[src/design/rtfa_defs.vh]
// constants of the tag frame and addressing block
`ifndef RTFA_DEFS_VH
`define RTFA_DEFS_VH
// register offsets
`define RTFA_OFS_STATE    8'h00
`define RTFA_OFS_FAMID    8'h04
`define RTFA_OFS_DSFID    8'h08
`define RTFA_OFS_UID_LO   8'h0c
`define RTFA_OFS_UID_HI   8'h10
// lock bit of family and format id registers
`define RTFA_LOCK_BIT     8
// reset values
`define RTFA_FAMID_RST    8'h00
`define RTFA_DSFID_RST    8'h00
// tag states
`define RTFA_TAG_OFF      2'h0
`define RTFA_TAG_READY    2'h1
`define RTFA_TAG_QUIET    2'h2
`define RTFA_TAG_SEL      2'h3
// request flag positions
`define RTFA_RQ_INV       2
`define RTFA_RQ_SEL       4
`define RTFA_RQ_ADR       5
// response flag and error code
`define RTFA_RS_ERR       8'h01
`define RTFA_RS_OK        8'h00
`define RTFA_ERR_OPT      8'h03
// crc
`define RTFA_CRC_PRESET   16'hffff
`define RTFA_CRC_POLY     16'h8408
`define RTFA_CRC_RESIDUE  16'hf0b8
// shortest request: flags, command, two crc bytes
`define RTFA_MIN_LEN      5'h04
// uid bytes start after flags and command
`define RTFA_UID_FIRST    5'h02
`define RTFA_UID_LAST     5'h09
// transmit sequencer
`define RTFA_TX_IDLE      3'h0
`define RTFA_TX_FLAGS     3'h1
`define RTFA_TX_ERR       3'h2
`define RTFA_TX_CRCL      3'h3
`define RTFA_TX_CRCH      3'h4
`endif

[src/design/rtfa_top.v]
// link-layer framing, crc and addressing of the contactless tag
`timescale 1ns/100ps
`default_nettype none
`include "rtfa_defs.vh"

// Operation
// - 64-bit identifier, read and compared only
// - prefix, maker code, 48-bit serial layout
// - locked application family id never changes
// - family high nibble, subfamily low nibble
// - storage format id writable, lockable
// - crc-16 with all-ones preset per frame
// - two crc bytes end every frame
// - bad crc: drop frame, stay silent
// - lsbyte first, lsbit first ordering
// - answer only after full valid request
// - frames hold whole bytes only
// - request and response field order
// - optional field present when flag set
// - four states: off, ready, quiet, selected
// - off without energy, ready with it
// - ready answers requests without select flag
// - quiet answers only matching addressed requests and select-plus-addressed (error) requests
// - selected answers select, addressed, general
// - addressed request answered on uid match
// - non-addressed request answered by eligible tags
// - select request answered only when selected (select-plus-addressed gets the error answer in ready and quiet too)
// - inventory flag redefines flag bits 5-8
// - error response sets flag bit, code
module rtfa_top #(
  parameter [7:0]  UID_PREFIX = 8'ha5,         // arbitrary value
  parameter [7:0]  MAKER_CODE = 8'h5a,         // arbitrary value
  parameter [47:0] SERIAL     = 48'h0123456789ab
) (
  input  wire        mclk_i,
  input  wire        reset_n_i,
  input  wire        field_ok_i,
  input  wire        rx_sof_i,
  input  wire        rx_valid_i,
  input  wire [7:0]  rx_byte_i,
  input  wire        rx_eof_i,
  input  wire        rx_err_i,
  input  wire        go_quiet_i,
  input  wire        go_select_i,
  input  wire        go_ready_i,
  input  wire        tx_ready_i,
  input  wire [7:0]  addr_i,
  input  wire [31:0] wdata_i,
  input  wire        wr_i,
  input  wire        rd_i,
  output reg  [31:0] rdata_o,
  output reg  [1:0]  state_o,
  output reg  [7:0]  famid_o,
  output reg  [7:0]  dsfid_o,
  output reg         req_ok_o,
  output reg  [7:0]  req_flags_o,
  output reg  [7:0]  req_cmd_o,
  output reg         tx_valid_o,
  output reg  [7:0]  tx_byte_o,
  output reg         tx_last_o
);

  // ****************************************
  // crc and decode helpers
  // ****************************************
  function [15:0] crc_byte;
    input [15:0] c;
    input [7:0]  d;
    integer      i;
    reg   [15:0] r;
    begin
      r = c ^ {8'h00, d};
      for (i = 0; i < 8; i = i + 1) begin
        if (r[0])
          r = (r >> 1) ^ `RTFA_CRC_POLY;
        else
          r = r >> 1;
      end
      crc_byte = r;
    end
  endfunction

  function sel_mode;
    input [7:0] f;
    begin
      sel_mode = !f[`RTFA_RQ_INV] && f[`RTFA_RQ_SEL];
    end
  endfunction

  function adr_mode;
    input [7:0] f;
    begin
      adr_mode = !f[`RTFA_RQ_INV] && f[`RTFA_RQ_ADR];
    end
  endfunction

  wire [63:0] uid = {UID_PREFIX, MAKER_CODE, SERIAL};

  // ****************************************
  // state codes
  // ****************************************
  localparam [1:0] S_OFF   = `RTFA_TAG_OFF;
  localparam [1:0] S_READY = `RTFA_TAG_READY;
  localparam [1:0] S_QUIET = `RTFA_TAG_QUIET;
  localparam [1:0] S_SEL   = `RTFA_TAG_SEL;
  localparam [2:0] T_IDLE  = `RTFA_TX_IDLE;
  localparam [2:0] T_FLAGS = `RTFA_TX_FLAGS;
  localparam [2:0] T_ERR   = `RTFA_TX_ERR;
  localparam [2:0] T_CRCL  = `RTFA_TX_CRCL;
  localparam [2:0] T_CRCH  = `RTFA_TX_CRCH;

  // ****************************************
  // registers
  // ****************************************
  reg  [1:0]  state_reg;
  reg  [1:0]  state_next;
  reg  [7:0]  famid_reg;
  reg         famid_lock_reg;
  reg  [7:0]  dsfid_reg;
  reg         dsfid_lock_reg;
  reg         in_frame_reg;
  reg         bad_reg;
  reg  [4:0]  len_reg;
  reg  [15:0] crc_reg;
  reg  [7:0]  flags_reg;
  reg  [7:0]  cmd_reg;
  reg  [63:0] uid_rx_reg;
  reg  [2:0]  tx_seq_reg;
  reg         tx_err_reg;
  reg  [15:0] tx_crc_reg;

  wire        tx_busy  = (tx_seq_reg != T_IDLE);
  wire        wr_famid = wr_i && (addr_i == `RTFA_OFS_FAMID);
  wire        wr_dsf  = wr_i && (addr_i == `RTFA_OFS_DSFID);

  // ****************************************
  // request acceptance
  // ****************************************
  reg         frame_good;
  reg         answer;
  reg         opt_err;
  always @* begin
    frame_good = in_frame_reg && rx_eof_i && !bad_reg && !rx_err_i
      && (len_reg >= `RTFA_MIN_LEN)
      && (crc_reg == `RTFA_CRC_RESIDUE) && !tx_busy;
    opt_err = sel_mode(flags_reg) && adr_mode(flags_reg);
    answer  = 1'b0;
    if (state_reg == S_OFF)
      answer = 1'b0;
    else if (opt_err)
      answer = 1'b1;
    else if (sel_mode(flags_reg))
      answer = (state_reg == S_SEL);
    else if (adr_mode(flags_reg))
      answer = (uid_rx_reg == uid) && (len_reg > `RTFA_UID_LAST + 5'h02);
    else
      answer = (state_reg != S_QUIET);
  end

  // ****************************************
  // receive framing and crc check
  // ****************************************
  always @(posedge mclk_i or negedge reset_n_i) begin
    if (!reset_n_i) begin
      in_frame_reg <= 1'b0;
      bad_reg      <= 1'b0;
      len_reg      <= 5'h00;
      crc_reg      <= `RTFA_CRC_PRESET;
      flags_reg    <= 8'h00;
      cmd_reg      <= 8'h00;
      uid_rx_reg   <= 64'h0;
    end else begin
      if (rx_sof_i) begin
        in_frame_reg <= 1'b1;
        bad_reg      <= 1'b0;
        len_reg      <= 5'h00;
        crc_reg      <= `RTFA_CRC_PRESET;
        uid_rx_reg   <= 64'h0;
      end else if (rx_eof_i || rx_err_i || !field_ok_i) begin
        in_frame_reg <= 1'b0;
      end else if (in_frame_reg && rx_valid_i) begin
        crc_reg <= crc_byte(crc_reg, rx_byte_i);
        if (len_reg != 5'h1f)
          len_reg <= len_reg + 5'h01;
        else
          bad_reg <= 1'b1;
        if (len_reg == 5'h00)
          flags_reg <= rx_byte_i;
        if (len_reg == 5'h01)
          cmd_reg <= rx_byte_i;
        if (len_reg >= `RTFA_UID_FIRST && len_reg <= `RTFA_UID_LAST)
          uid_rx_reg <= {rx_byte_i, uid_rx_reg[63:8]};
      end
    end
  end

  // ****************************************
  // tag state machine
  // ****************************************
  always @* begin
    state_next = state_reg;
    case (state_reg)
      S_OFF:
        if (field_ok_i)
          state_next = S_READY;
      S_READY: begin
        if (go_select_i)
          state_next = S_SEL;
        else if (go_quiet_i)
          state_next = S_QUIET;
      end
      S_QUIET: begin
        if (go_select_i)
          state_next = S_SEL;
        else if (go_ready_i)
          state_next = S_READY;
      end
      S_SEL: begin
        if (go_quiet_i)
          state_next = S_QUIET;
        else if (go_ready_i)
          state_next = S_READY;
      end
      default:
        state_next = S_OFF;
    endcase
    if (!field_ok_i)
      state_next = S_OFF;
  end

  always @(posedge mclk_i or negedge reset_n_i) begin
    if (!reset_n_i) begin
      state_reg <= S_OFF;
      state_o   <= S_OFF;
    end else begin
      state_reg <= state_next;
      state_o   <= state_next;
    end
  end

  // ****************************************
  // identifiers and register port
  // ****************************************
  always @(posedge mclk_i or negedge reset_n_i) begin
    if (!reset_n_i) begin
      famid_reg      <= `RTFA_FAMID_RST;
      famid_lock_reg <= 1'b0;
      dsfid_reg      <= `RTFA_DSFID_RST;
      dsfid_lock_reg <= 1'b0;
      famid_o        <= `RTFA_FAMID_RST;
      dsfid_o        <= `RTFA_DSFID_RST;
      rdata_o        <= 32'h0;
    end else begin
      if (wr_famid && !famid_lock_reg) begin
        famid_reg      <= wdata_i[7:0];
        famid_lock_reg <= wdata_i[`RTFA_LOCK_BIT];
        famid_o        <= wdata_i[7:0];
      end
      if (wr_dsf && !dsfid_lock_reg) begin
        dsfid_reg      <= wdata_i[7:0];
        dsfid_lock_reg <= wdata_i[`RTFA_LOCK_BIT];
        dsfid_o        <= wdata_i[7:0];
      end
      rdata_o <= 32'h0;
      if (rd_i) begin
        case (addr_i)
          `RTFA_OFS_STATE:  rdata_o <= {30'h0, state_reg};
          `RTFA_OFS_FAMID:  rdata_o <= {23'h0, famid_lock_reg, famid_reg};
          `RTFA_OFS_DSFID:  rdata_o <= {23'h0, dsfid_lock_reg, dsfid_reg};
          `RTFA_OFS_UID_LO: rdata_o <= uid[31:0];
          `RTFA_OFS_UID_HI: rdata_o <= uid[63:32];
          default:          rdata_o <= 32'h0;
        endcase
      end
    end
  end

  // ****************************************
  // request hand-off and response framer
  // ****************************************
  wire [7:0] rs_flags = opt_err ? `RTFA_RS_ERR : `RTFA_RS_OK;
  wire       tx_step  = tx_valid_o && tx_ready_i;

  always @(posedge mclk_i or negedge reset_n_i) begin
    if (!reset_n_i) begin
      req_ok_o    <= 1'b0;
      req_flags_o <= 8'h00;
      req_cmd_o   <= 8'h00;
      tx_seq_reg  <= T_IDLE;
      tx_err_reg  <= 1'b0;
      tx_crc_reg  <= `RTFA_CRC_PRESET;
      tx_valid_o  <= 1'b0;
      tx_byte_o   <= 8'h00;
      tx_last_o   <= 1'b0;
    end else begin
      req_ok_o <= 1'b0;
      if (!field_ok_i) begin
        tx_seq_reg <= T_IDLE;
        tx_valid_o <= 1'b0;
        tx_last_o  <= 1'b0;
      end else if (frame_good && answer) begin
        req_ok_o    <= !opt_err;
        req_flags_o <= flags_reg;
        req_cmd_o   <= cmd_reg;
        tx_err_reg  <= opt_err;
        tx_crc_reg  <= crc_byte(`RTFA_CRC_PRESET, rs_flags);
        tx_seq_reg  <= T_FLAGS;
        tx_byte_o   <= rs_flags;
        tx_valid_o  <= 1'b1;
        tx_last_o   <= 1'b0;
      end else if (tx_step) begin
        case (tx_seq_reg)
          T_FLAGS: begin
            if (tx_err_reg) begin
              tx_seq_reg <= T_ERR;
              tx_byte_o  <= `RTFA_ERR_OPT;
              tx_crc_reg <= crc_byte(tx_crc_reg, `RTFA_ERR_OPT);
            end else begin
              tx_seq_reg <= T_CRCL;
              tx_byte_o  <= ~tx_crc_reg[7:0];
            end
          end
          T_ERR: begin
            tx_seq_reg <= T_CRCL;
            tx_byte_o  <= ~tx_crc_reg[7:0];
          end
          T_CRCL: begin
            tx_seq_reg <= T_CRCH;
            tx_byte_o  <= ~tx_crc_reg[15:8];
            tx_last_o  <= 1'b1;
          end
          T_CRCH: begin
            tx_seq_reg <= T_IDLE;
            tx_valid_o <= 1'b0;
            tx_last_o  <= 1'b0;
          end
          default: begin
            tx_seq_reg <= T_IDLE;
            tx_valid_o <= 1'b0;
          end
        endcase
      end
    end
  end

endmodule // rtfa_top
`default_nettype wire

[config.mk]
export PLATFORM = sky130hd
export DESIGN_NAME = rtfa_top
export DESIGN_NICKNAME = d
export VERILOG_FILES = /design/src/design/rtfa_top.v
export VERILOG_INCLUDE_DIRS = /design/src /design/src/design
export SDC_FILE = /design/constraint.sdc
export NUM_CORES = 1
export LEC_CHECK = 0
export BUFFER_PORTS_ARGS = -buffer_cell sky130_fd_sc_hd__buf_2
export CORE_AREA = 2 2 152 154
export CTS_CLUSTER_SIZE = 10
export DETAILED_ROUTE_END_ITERATION = 6
export DIE_AREA = 0 0 154 156
export GPL_TIMING_DRIVEN = 0
export MAX_ROUTING_LAYER = met4
export PLACE_DENSITY = 0.63
export SETUP_SLACK_MARGIN = 0.3
export SKIP_CTS_REPAIR_TIMING = 1
export SYNTH_ARGS = -nofsm -noshare
export SYNTH_HDL_FRONTEND = slang
export SYNTH_SLANG_ARGS = --single-unit
[constraint.sdc]
create_clock -name mclk_i -period 3.4 [get_ports mclk_i]
set_clock_uncertainty 0.1 [all_clocks]
set_input_delay 0.68 -clock mclk_i [delete_from_list [all_inputs] [get_ports mclk_i]]
set_output_delay 0.68 -clock mclk_i [all_outputs]
set_load 0.01 [all_outputs]
==> flow_results.org, run 1 <==
** Critical path
- The worst register-to-register path begins at uid_rx_reg[9].
- Arrival time reported for the critical path endpoint :: 3.13 ns
- Tracing the worst setup path back leads to its startpoint at uid_rx_reg[9].
- At the worst endpoint, the required time is 3.63 ns.
- Critical path class :: reg2reg
- Of all nets on the critical path, the largest fanout is 8.
- Setup crit start kind :: register
- STA classifies the critical path endpoint as a register.

** Detailed routing
- DRC violations left :: 0
- Number of routed nets with antenna violations :: 0
- The first routing iteration left 391 violations.
- Wires add up to 19.81 mm.
- 1st-pass router iterations :: 4
- The routed layout has 6,369 vias.
- Post-detailed-route wirelength per cell :: about 16 um
- Vias per Instance :: between 5 and 6

** Power and ir drop
- Power per unit of standard cell area :: 455.7 nW/um2
- Internal power :: 3.556 mW
- VDD IR max :: ~0.00039 V
- Combinational cells account for 6.2% of the total power.
- Summed over all nets, the switching power comes to 1.087 mW.
- The design draws roughly 4.6 mW.
- The clock network accounts for 45.5% of the total power.
- Of the total power, registers draw 48.3%.
- Net switching is 23.41% of the power.
- The analysis attributes to cell leakage a power of 4.702 nW.

** Final layout
- Post-route cell area :: about 10,000 um2
- The register with the most flip-flops in the layout has 64 of them.
- Compared with the post-synthesis result, the final layout area differs by 18.55%.
- Cells with a size suffix above 1 make up around 30% of the layout.
- Summing all multi-input logic gate instances after layout gives 3640 um2.
- The finished layout holds 1,250 standard cells, fillers aside.
- # fillers :: about 2,100
- Across the whole layout, storage elements account for 4594 um2.
- Once layout is complete, the utilization of the core stands at a little under half.
- Net count reported at finish :: 1,016

** STA
- Setup slack after layout :: 0.5062 ns
- Max frequency :: 345.6 MHz
- Number of hold violations in the final report :: 0
- The tightest hold path in the finished design has a slack of 0.1117 ns.
- Summed over all failing endpoints, the final setup total negative slack is 0 ns.
- Setup repair after global routing missed its margin :: no
- Final Cycle Share :: a little under nine tenths
- Setup violations remaining at the end of the flow were counted as 0.
- Counting I/O delays and the setup requirement, the final critical path takes slightly below 3 ns.
- Worst max-slew margin expressed relative to the limit :: 21.92%
- The number of max-slew violations in the final report is 0.
- Worst Tran Pin Value :: 1.161 ns

** Placed design
- In this run, placement finished with an instance count of 1,217.
- RD Place Congestion :: ~0.81
- Total of buffers placed on input and output ports :: 104
- Summing all placed instances gives a cell area of between 9000 and 10,000 um2.
- At the placement stage, the worst setup path has a slack of 0.2604 ns.
- Final HPWL from detailed placement :: 14.22 mm

** Clock network
- The clock passes through at most 2 buffers.
- Clock tree synthesis found a total of 182 sinks.
- Root Buffer :: sky130_fd_sc_hd__clkbuf_16
- TritonCTS built the clock tree.
- Clock slew at the register clock pins of the worst setup and hold paths :: 0.07 ns
- The clock reaches the later pin of the worst-skew pair after ~0.44 ns.
- The H-tree was split into 4 levels.
- Cts bufs inserted :: 17

** Synthesis
- Sequential fraction of the synthesis area :: a little over half
- After technology mapping, the gate count stands at 819.
- Yosys mapped the design onto between 60 and 70 distinct sky130hd cell types.
- Async set or reset register ratio after synthesis :: 100.0%
- Predominant post-synthesis flop cell :: sky130_fd_sc_hd__dfrtp_1
- In this run the cell area of the synthesized design comes to 8594 um2.
- Mean instance size in the synthesized netlist :: 10.49 um2
- Counting flops with a built-in enable in the synthesized netlist gives 0.
- Counting flops and latches in the post-synthesis netlist gives about 180.
- Yosys printed 0 warnings.

** Floorplanning
- The floorplan step defined a core boundary enclosing 22,370 um2.
- For this configuration, the core starts out at a cell density of approximately 38%.
- Chip Width :: 154 um
- After floorplanning, the core was divided into 55 placement rows.
- Io pins :: 138
- Total die area :: 24,020 um2
- The die is 156 um tall.

** Global routing
- Global routing finished with a remaining overflow of 0.
- Initial antenna violation count :: 1
- Entering global routing, the biggest net connects about 100 pins.
- Vias in the first global route :: 6,269
- Wire length of the first global-routing pass :: 32.78 mm
- All-layer global routing usage :: roughly 18%

** Outcome
- Outcome :: finished clean

** Hold path
- The path class of the tightest hold or removal check is in2async.

** Job
- Number of maximum-capacitance constraint violations :: 0
## cells in the mapped netlist, types with 9 or more instances
cell / number / area share (%)
sky130_fd_sc_hd__o21ai_0: 20 / 1.2
sky130_fd_sc_hd__mux2i_1: 10 / 1.2
sky130_fd_sc_hd__mux2_2: 49 / 6.4
sky130_fd_sc_hd__inv_1: 9 / 0.39
sky130_fd_sc_hd__a21oi_1: 84 / 4.9
sky130_fd_sc_hd__nand2_1: 149 / 6.5
sky130_fd_sc_hd__xor2_1: 16 / 1.6
sky130_fd_sc_hd__buf_2: 16 / 0.93
sky130_fd_sc_hd__a211o_1: 16 / 1.6
sky130_fd_sc_hd__buf_4: 20 / 1.7
sky130_fd_sc_hd__clkbuf_1: 27 / 1.2
sky130_fd_sc_hd__dfrtp_1: 150 / 44
sky130_fd_sc_hd__xnor2_1: 25 / 2.5
sky130_fd_sc_hd__dfstp_2: 32 / 9.8
sky130_fd_sc_hd__nor2_1: 57 / 2.5
## power groups by stage
stage | Sequential [mW] | Combinational [mW] | Clock, mW
after floorplan | 2.28 | 0.153 | 0
after CTS | 2.24 | 0.291 | 2.16
after global placement | 2.28 | 0.281 | 0
after global routing | 2.25 | 0.319 | 2.25
after detailed placement | 2.28 | 0.291 | 0
final | 2.24 | 0.287 | 2.11
## cell families after synthesis
| kind of cell | count (synthesis) | synth area share (%) |
|---|---|---|
| mux | 60 | 7.760 |
| compound gates | 165 | 12.19 |
| fa+ha+maj | 4 | 0.5823 |
| simple gates | 290 | 17.11 |
| other cells | 1 | 0.04363 |
| flops | 182 | 53.46 |
| xor+xnor | 41 | 4.178 |
| buf+inv | 76 | 4.688 |
## metal layers
layer / up-vias / global-route usage (%) / wire length [um] / part of all wire (%)
met5: - / - / 0 / 0
met4: 0 / 4.495 / 236 / 1.2
met3: 15 / 3.722 / 848 / 4.3
met2: 130 / 27.14 / 9109 / 46
li1: 3096 / - / - / -
met1: 3128 / 23.49 / 9613 / 49
## cell type report
class                           instances  area share [%]
Antenna cell                            1         0.02456
Clock inverter                         11           1.609
Clock buffer                           21           4.617
Timing Repair Buffer                  105           5.477
Buffer                                 66           3.586
Sequential cell                       182           45.09
Tap cell                              285           3.500
Inverter                               10          0.3684
Multi-Input combinational cell        569           35.72
## path summary, 6_finish.rpt
kind                                  endpoint  depth (start not counted)  slack (ns)
min in group mclk_i               famid_reg[2]                          2        0.37
max in group asynchronous           crc_reg[6]                          2        2.15
worst min register to register  famid_lock_reg                          1        0.40
worst min-delay path              tx_byte_o[6]                          1        0.11
worst max-delay path              tx_byte_o[0]                          7        0.51
worst max register to register    tx_byte_o[0]                          7        0.51
## placed cells by master (no fill, tap or decap), types with 4 or more instances in the layout
cell type,count
sky130_fd_sc_hd__nand4_1,8
sky130_fd_sc_hd__dfrtp_1,150
sky130_fd_sc_hd__a211oi_1,5
sky130_fd_sc_hd__and4b_1,4
sky130_fd_sc_hd__clkbuf_1,28
sky130_fd_sc_hd__nand2b_1,4
sky130_fd_sc_hd__clkbuf_16,17
sky130_fd_sc_hd__dfstp_2,32
sky130_fd_sc_hd__o21ai_0,20
sky130_fd_sc_hd__inv_1,9
sky130_fd_sc_hd__xor2_1,16
sky130_fd_sc_hd__o31ai_1,5
sky130_fd_sc_hd__conb_1,9
sky130_fd_sc_hd__nand3_1,8
sky130_fd_sc_hd__o21a_1,4
sky130_fd_sc_hd__a31oi_1,4
sky130_fd_sc_hd__nor2_1,57
sky130_fd_sc_hd__nor3_1,5
sky130_fd_sc_hd__mux2_2,49
sky130_fd_sc_hd__a21oi_1,84
sky130_fd_sc_hd__buf_4,20
sky130_fd_sc_hd__nand2_1,149
sky130_fd_sc_hd__a211o_1,16
sky130_fd_sc_hd__and3_1,8
sky130_fd_sc_hd__a22o_1,6
sky130_fd_sc_hd__ha_1,4
sky130_fd_sc_hd__xnor2_1,25
sky130_fd_sc_hd__mux2i_1,10
sky130_fd_sc_hd__buf_2,119
sky130_fd_sc_hd__nor4b_1,7
## critical path, stage by stage (launching register included)
cell and delay [ns]:
sky130_fd_sc_hd__dfrtp_1 0.40, sky130_fd_sc_hd__nor4bb_1 0.42, sky130_fd_sc_hd__nand4_1 0.24, sky130_fd_sc_hd__a211oi_1 0.48, sky130_fd_sc_hd__a21oi_1 0.16, sky130_fd_sc_hd__nor3_2 0.41
sky130_fd_sc_hd__o21ai_0 0.26, sky130_fd_sc_hd__mux2_4 0.31
No activity file was read; power rests on OpenSTA's default activity.
==> inputs of run 2 (changes only) <==
--- a/config.mk
+++ b/config.mk
@@ -7,13 +7,14 @@
 export NUM_CORES = 1
 export LEC_CHECK = 0
 export BUFFER_PORTS_ARGS = -buffer_cell sky130_fd_sc_hd__buf_2
-export CORE_AREA = 2 2 152 154
+export CORE_AREA = 2 2 135 137
 export CTS_CLUSTER_SIZE = 10
 export DETAILED_ROUTE_END_ITERATION = 6
-export DIE_AREA = 0 0 154 156
+export DIE_AREA = 0 0 137 139
 export GPL_TIMING_DRIVEN = 0
 export MAX_ROUTING_LAYER = met4
-export PLACE_DENSITY = 0.63
+export PLACE_DENSITY = 0.76
+export RECOVER_POWER = 25
 export SETUP_SLACK_MARGIN = 0.3
 export SKIP_CTS_REPAIR_TIMING = 1
 export SYNTH_ARGS = -nofsm -noshare
==> run 2 against run 1 <==
  * The run now ends with max-capacitance violations, max-slew violations left
  * Count of clock-buffer cells in the layout down 2
  * Combinational power about the same
  * Cell count shrank 4.6%
  * Flip-flop and latch count unchanged
  * Core utilization up 12 points
  * Power shrank 1.6%
  * Wire length decreased by 3.3%
  * Largest power group unchanged
  * Highest routed layer unchanged
==> flow_results.org, run 2 (synthesis gave the netlist of run 1 again) <==
** Power and ir drop
- Power per unit of standard cell area :: 453.0 nW/um2 (-0.58%)
- VDD IR max :: 0.0003640 V (-5.6%)
- The cell leakage power is 4.684 nW (-0.38%).
- Total power after layout :: 4.566 mW (-1.6%)

** Hold path
- The startpoint identified for the worst hold timing path is wdata_i[5].
- The worst hold path terminates at famid_reg[5].
- The path class of the tightest hold or removal check is in2reg.
- Hold Crit Depth :: 2

** Floorplanning
- Chip Width :: 137 um (-11%)
- Number of rows in the core area :: 49 (-11%)
- Die extent in y :: 139 um (-11%)
- The core area was 17,660 um2 (-21%).
- Total die area :: 19,040 um2 (-21%)
- Io pins :: 138 (unchanged)
- Initial cell density of the core :: 48.67% (+10 points)

** Final layout
- Net count reported at finish :: 1,016 (unchanged)
- The number of fill cells in the layout came to 1,521 (-27%).
- Layout cell share with drive strength beyond 1 :: 29.39% (-0.18 points)
- The count of inserted antenna diode cells is 0 (-1).
- The number of flip-flops in the largest register came to 64 (unchanged).
- The library cells used most frequently in the layout, excluding fill and tap cells, are sky130_fd_sc_hd__dfrtp_1, sky130_fd_sc_hd__nand2_1, sky130_fd_sc_hd__buf_2.
- Final std cells w/o fill :: 1,192 (-4.6%)
- The library cell used most frequently in the layout, excluding fill and tap cells, is sky130_fd_sc_hd__dfrtp_1.
- The area growth from synthesis to layout is 17.28%.

** Detailed routing
- The detail-routed via count per cell came to 5.435 (+6.7%).
- The per-cell routed wire length is 16.07 um (+1.4%).
- The number of detailed-route iterations in the first pass came to 5 (+1).
- The first-iteration detailed-routing DRC count came to 397 (+1.5%).
- DRC violations left :: 0 (unchanged)
- The final routed wirelength across all metal layers came to 19.16 mm (-3.3%).
- The count of antenna-violating nets left after detailed routing was 0 (unchanged).
- The number of vias after detailed routing was 6,478 (+1.7%).

** Critical path
- STA classifies the critical path endpoint as a register.
- In this run the critical register-to-register path is captured at tx_byte_o[0].
- Data required time at the worst endpoint :: 3.61 ns (-0.02 ns)
- The worst reg2reg path depth came to 8 (+1).
- Arrival time reported for the critical path endpoint :: 3.08 ns (-0.05 ns)
- STA classifies the critical path startpoint as a register.
- The slack of the worst reg-to-reg path came to 0.53 ns (+0.03 ns).
- Critical path class :: reg2reg
- The critical-path maximum fanout came to 7 (-1).
- The startpoint identified for the worst register-to-register timing path is crc_reg[12].

** Global routing
- Wire length of the first global-routing pass :: 31.12 mm (-5.1%)
- The total routing usage reported by global routing was 21.31% (+3.8 points).
- Pin count of the biggest net entering global routing :: 111 (+7.8%)
- The initial antenna violation count is 0 (-1).
- The overflow left after global routing came to 0 (unchanged).
- The number of global-route vias before repair is 6,264 (-0.080%).

** Job
- Number of maximum-capacitance constraint violations :: 1 (+1)

** STA
- Tmin final :: 2.869 ns (-0.02502 ns)
- The setup-violating endpoint count in the final report came to 0 (unchanged).
- The count of final hold-check violations is 0 (unchanged).
- Max frequency :: 348.6 MHz (+0.87%)
- Worst Hold Slack :: 0.3957 ns (+0.2841 ns)
- Final Max Slew Viols :: 73 (+73)
- Worst max-slew margin expressed relative to the limit :: -18.06% (-40 points)
- Final Cycle Share :: 84.38% (-0.74 points)
- Setup repair after global routing missed its margin :: no
- The transition time of the tightest slew-check pin is 1.771 ns (+0.6104 ns).

** Outcome
- Outcome :: finished with violations
- The final reports fail on max-capacitance violations, max-slew violations.

** Clock network
- Clock tree synthesis selected as its root buffer the cell sky130_fd_sc_hd__clkbuf_16.
- The deepest clock path buffer count is 2 (unchanged).
- The CTS sink count was 182 (unchanged).
- # H-tree levels :: 4 (unchanged)
- Clock slew at the register clock pins of the worst setup and hold paths :: 0.07 ns (about the same)
- The clock network latency to the later pin of the worst-skew pair is 0.43 ns (about the same).
- Cts bufs inserted :: 17 (unchanged)
- TritonCTS built the clock tree.

** Placed design
- Instance count after placement with tap cells included :: 1,161 (-4.6%)
- Final HPWL from detailed placement :: 13.55 mm (-4.7%)
- The port buffer count is 104 (unchanged).
- RD Place Congestion :: 0.9059 (+12%)
-- run 2: metal layers --
metal	track usage (%)	share of wire, %
met5	-	0
met4	7.596	2.0
met3	4.423	6.0
met2	33.25	48
met1	27.52	44
-- run 2: worst max path at each step --
stage	start	endpoint	cells past startpoint
detailed placement	field_ok_i	uid_rx_reg[14]	9
CTS	flags_reg[2]	tx_byte_o[0]	7
global route	crc_reg[12]	tx_byte_o[0]	8
floorplan	addr_i[1]	dsfid_reg[0]	6
finish	crc_reg[12]	tx_byte_o[0]	8
global placement	reset_n_i	uid_rx_reg[59]	1
-- run 2: power by group --
group	total [mW]	internal (mW)	switching (mW)
registers	2.24	2.21	0.0357
logic	0.284	0.111	0.172
clock network	2.04	1.19	0.850
total	4.57	3.51	1.06
-- run 2: cell type report --
cell class	count	area [um2]	share of cell area [%]
Multi-Input combinational cell	569	3640	36.11
Inverter	10	37.54	0.3724
Timing Repair Buffer	105	548.0	5.437
Clock buffer	19	442.9	4.394
Clock inverter	12	166.4	1.651
Sequential cell	182	4594	45.58
Tap cell	229	286.5	2.843
Buffer	66	364.1	3.612
-- run 2: stage by stage --
step / util, % / TNS (ns) / worst slack [ns] / cell area, um2
6_report: 57.09 / 0 / 0.5312 / 10080
2_1_floorplan: - / 0 / 0.7021 / 8625
3_5_place_dp: 53.63 / 0 / 0.2953 / 9469
5_1_grt: 57.09 / 0 / 0.3845 / 10080
4_1_cts: 57.08 / 0 / 0.4360 / 10080
3_3_place_gp: 53.42 / -199.87 / -1.297 / 9432
-- run 2: worst max-delay path, cell delays in order (launching register included) --
cell and delay, ns:
sky130_fd_sc_hd__dfstp_2 0.55, sky130_fd_sc_hd__nor4b_1 0.38, sky130_fd_sc_hd__nand4_1 0.32, sky130_fd_sc_hd__nor4_4 0.53, sky130_fd_sc_hd__a31o_4 0.17, sky130_fd_sc_hd__nand2_4 0.10
sky130_fd_sc_hd__and2_4 0.19, sky130_fd_sc_hd__buf_6 0.12, sky130_fd_sc_hd__mux2_4 0.28
==> inputs of run 3 (changes only) <==
--- a/config.mk
+++ b/config.mk
@@ -13,7 +13,7 @@
 export DIE_AREA = 0 0 137 139
 export GPL_TIMING_DRIVEN = 0
 export MAX_ROUTING_LAYER = met4
-export PLACE_DENSITY = 0.76
+export PLACE_DENSITY = 0.78
 export RECOVER_POWER = 25
 export SETUP_SLACK_MARGIN = 0.3
 export SKIP_CTS_REPAIR_TIMING = 1
==> constraint.sdc (replaced) <==
create_clock -name mclk_i -period 2.45 [get_ports mclk_i]
set_clock_uncertainty 0.1 [all_clocks]
set_input_delay 0.49 -clock mclk_i [delete_from_list [all_inputs] [get_ports mclk_i]]
set_output_delay 0.49 -clock mclk_i [all_outputs]
set_load 0.01 [all_outputs]
==> run 3 against run 2 <==
  * The flow finishes with violations (negative setup slack)
  * Register-to-register slack got worse by 0.60 ns
  * Worst hold slack got worse by 0.19 ns
  * Power grew 35%
  * Critical path depth is 1 higher
  * Sequential share of layout area decreased by 2.9 points
  * Count of clock-buffer cells in the layout stayed put
  * Die area did not move
  * Non-clock buffer count is 39 higher
  * First-iteration DRC count increased by 26%
  * Cell count is 3.4% higher
  * Critical endpoint unchanged
  * Largest power group unchanged
==> flow_results.org, run 3 (synthesis gave the netlist of run 1 again) <==
** Global routing
- The initial antenna violation count came to 0 (unchanged).
- Fraction of met2 tracks used by global routing :: 33.60% (+0.34 points)
- Leftover overflow at the end of global routing :: 0 (unchanged)
- The global routing usage on met3 came to 4.313% (-0.11 points).
- After global routing, the most crowded layer is met2.
- All-layer global routing usage :: 21.23% (-0.086 points)
- Pin count of the biggest net entering global routing :: 113 (+1.8%)
- Wire length of the first global-routing pass :: 31.11 mm (about the same)
- Met1 Resource Use GR :: 27.19% (-0.33 points)
- Vias in the first global route :: 6,169 (-1.5%)

** Clock network
- Root Buffer :: sky130_fd_sc_hd__clkbuf_16
- Clock tree from TritonCTS :: done
- # clock sinks :: 182 (unchanged)
- The depth of the CTS H-tree is 4 (unchanged).
- The deepest clock path buffer count was 2 (unchanged).
- The CTS clock-pin slew for the worst setup and hold paths was 0.07 ns (about the same).
- The clock network latency to the later pin of the worst-skew pair is 0.43 ns (about the same).
- Cts bufs inserted :: 17 (unchanged)

** Final layout
- The number of fill cells in the layout came to 1,403 (-7.8%).
- The number of flip-flops in the largest register was 64 (unchanged).
- Inserted Diodes :: 0 (unchanged)
- In the layout the commonest cells are sky130_fd_sc_hd__dfrtp_1, sky130_fd_sc_hd__nand2_1, sky130_fd_sc_hd__buf_2.
- The library cell used most frequently in the layout, excluding fill and tap cells, is sky130_fd_sc_hd__dfrtp_1.
- Compared with the post-synthesis result, the final layout area differs by 25.36%.
- The summed area of non-filler cells in the final layout was 10,770 um2 (+6.9%).
- Core Util, Final :: 61.02% (+3.9 points)
- Net count reported at finish :: 1,055 (+3.8%)
- The non-filler instance count after layout is 1,232 (+3.4%).
- Layout cell share with drive strength beyond 1 :: 35.89% (+6.5 points)

** STA
- Number of hold violations in the final report :: 0 (unchanged)
- The final worst-path setup slack came to -0.07136 ns (-0.6026 ns).
- The ratio of final minimum period to clock period came to 102.9% (+19 points).
- Worst max-slew margin expressed relative to the limit :: 18.20% (+36 points)
- The maximum clock frequency came to 396.6 MHz (+14%).
- Tmin final :: 2.521 ns (-0.3474 ns)
- The number of max-slew violations in the final report is 0 (-100%).
- The setup-violating endpoint count in the final report is 22 (+22).
- Setup repair after global routing missed its margin :: yes
- The transition time of the tightest slew-check pin is 1.216 ns (-0.5551 ns).

** Placed design
- Post-Place Cell Area :: 9528 um2 (+0.62%)
- The number of placed instances with taps included was 1,161 (unchanged).
- The sum of net half-perimeters after detailed placement came to 13.52 mm (-0.18%).
- Total of buffers placed on input and output ports :: 104 (unchanged)
- RD Place Congestion :: 0.8984 (-0.83%)

** Outcome
- Violated checks :: negative setup slack
- Outcome :: finished with violations

** Floorplanning
- Total die area :: 19,040 um2 (unchanged)
- The floorplan row count is 49 (unchanged).
- Io pins :: 138 (unchanged)
- Initial cell density of the core :: 48.67% (unchanged)
- The core area was 17,660 um2 (unchanged).
- Chip Width :: 137 um (unchanged)
- The die span in y was 139 um (unchanged).

** Critical path
- Data required time at the worst endpoint :: 2.67 ns (-0.94 ns)
- Counting stages on the worst path, the most repeated cell is sky130_fd_sc_hd__buf_6.
- Critical-path maximum fanout :: 7 (unchanged)
- Crit path cell chain :: nor4b_4 > nand4_1 > buf_6 > nor4_4 > a31o_4 > nand2_8 > and2_4 > buf_6 > mux2_4
- The arrival time at the worst endpoint is 2.74 ns (-0.34 ns).
- Standard cell with the maximum stage delay on the critical path :: sky130_fd_sc_hd__dfstp_2
- Setup crit start kind :: register
- Critical path class :: reg2reg
- Endpoint kind of the worst setup timing path :: register
- Maximum cell stage delay along the critical path :: 0.57 ns (+0.02 ns)

** Power and ir drop
- The total power draw is 6.169 mW (+35%).
- The power density over the cells is 572.6 nW/um2 (+26%).
- The worst-case vdd ir drop came to 0.0005262 V (+45%).
- The cell leakage power came to 5.020 nW (+7.2%).

** Detailed routing
- DRC violations left :: 0 (unchanged)
- The final routed wirelength across all metal layers was 20.49 mm (+6.9%).
- The per-cell routed wire length was 16.63 um (+3.5%).
- 1st-pass router iterations :: 5 (unchanged)
- The first-iteration detailed-routing DRC count came to 501 (+26%).
- The number of vias after detailed routing is 6,739 (+4.0%).
- The count of antenna-violating nets left after detailed routing was 0 (unchanged).
- Vias per Instance :: 5.470 (+0.65%)

** Hold path
- Path type of the worst min-delay path :: in2reg

** Job
- The reported max-cap violation count was 0 (-1).
[run 3: cell count changes in the layout (fill, tap and decap cells not counted), moves of 4 or more]
cell                       delta
sky130_fd_sc_hd__buf_2       -12
sky130_fd_sc_hd__buf_4       +39
sky130_fd_sc_hd__buf_6       +13
sky130_fd_sc_hd__clkbuf_1     -6
sky130_fd_sc_hd__mux2_2       -9
sky130_fd_sc_hd__mux2_4       +9
sky130_fd_sc_hd__nand2_1      -4
sky130_fd_sc_hd__nor4b_1      -5
sky130_fd_sc_hd__o21ai_0      -5
sky130_fd_sc_hd__o21ai_1      +4
[run 3: routing by layer]
layer	vias up	share of wire (%)	routed length [um]
met4	0	1.9	395
met2	229	49	9972
met3	31	5.8	1194
met5	-	0	0
met1	3315	44	8924
li1	3164	-	-
[run 3: through the flow]
stage	setup slack (ns)	hold WS [ns]	TNS, ns
detailed placement	-0.5391	0.3811	-47.61
global route	-0.1326	0.1981	-2.358
global placement	-2.110	0.3790	-382.98
finish	-0.07136	0.2073	-0.7837
CTS	-0.3229	-0.06277	-10.75
floorplan	-0.02709	0.09441	-0.2478
[run 3: layout make-up]
class,instances,area (um2),share of cell area (%)
plain buffers,66,459.2,4.262
multi-input cells,569,3921,36.40
well taps,229,286.5,2.659
inverters,10,40.04,0.3716
repair buffers,144,913.4,8.478
clock inverters,13,123.9,1.150
clock buffers,19,432.9,4.018
flip-flops and latches,182,4597,42.67
[run 3: final timing paths]
| check | startpoint | end | slack [ns] | depth (start not counted) |
|---|---|---|---|---|
| setup / recovery | crc_reg[12] | tx_byte_o[0] | -0.07 | 9 |
| hold / removal | wdata_i[6] | famid_reg[6] | 0.21 | 2 |
| setup reg to reg | crc_reg[12] | tx_byte_o[0] | -0.07 | 9 |
| hold reg to reg | tx_crc_reg[13] | tx_crc_reg[13] | 0.39 | 2 |
| max in group asynchronous | reset_n_i | tx_crc_reg[4] | 0.51 | 3 |
| min in group asynchronous | reset_n_i | uid_rx_reg[41] | 0.68 | 2 |
[run 3: worst max-delay path: cells and delay by family, from the launching register on]
kind,cells,cell delay [ns]
mux,1,0.28
buf+inv,2,0.30
simple gates,5,0.97
flops,1,0.57
compound gates,1,0.19
[run 3: where the power goes]
part	switching [mW]	total (mW)	leakage [nW]	internal [mW]
sequential	0.0500	3.11	2.40	3.06
combinational	0.252	0.422	2.35	0.171
clock	1.22	2.63	0.264	1.42
total	1.52	6.17	5.02	4.65
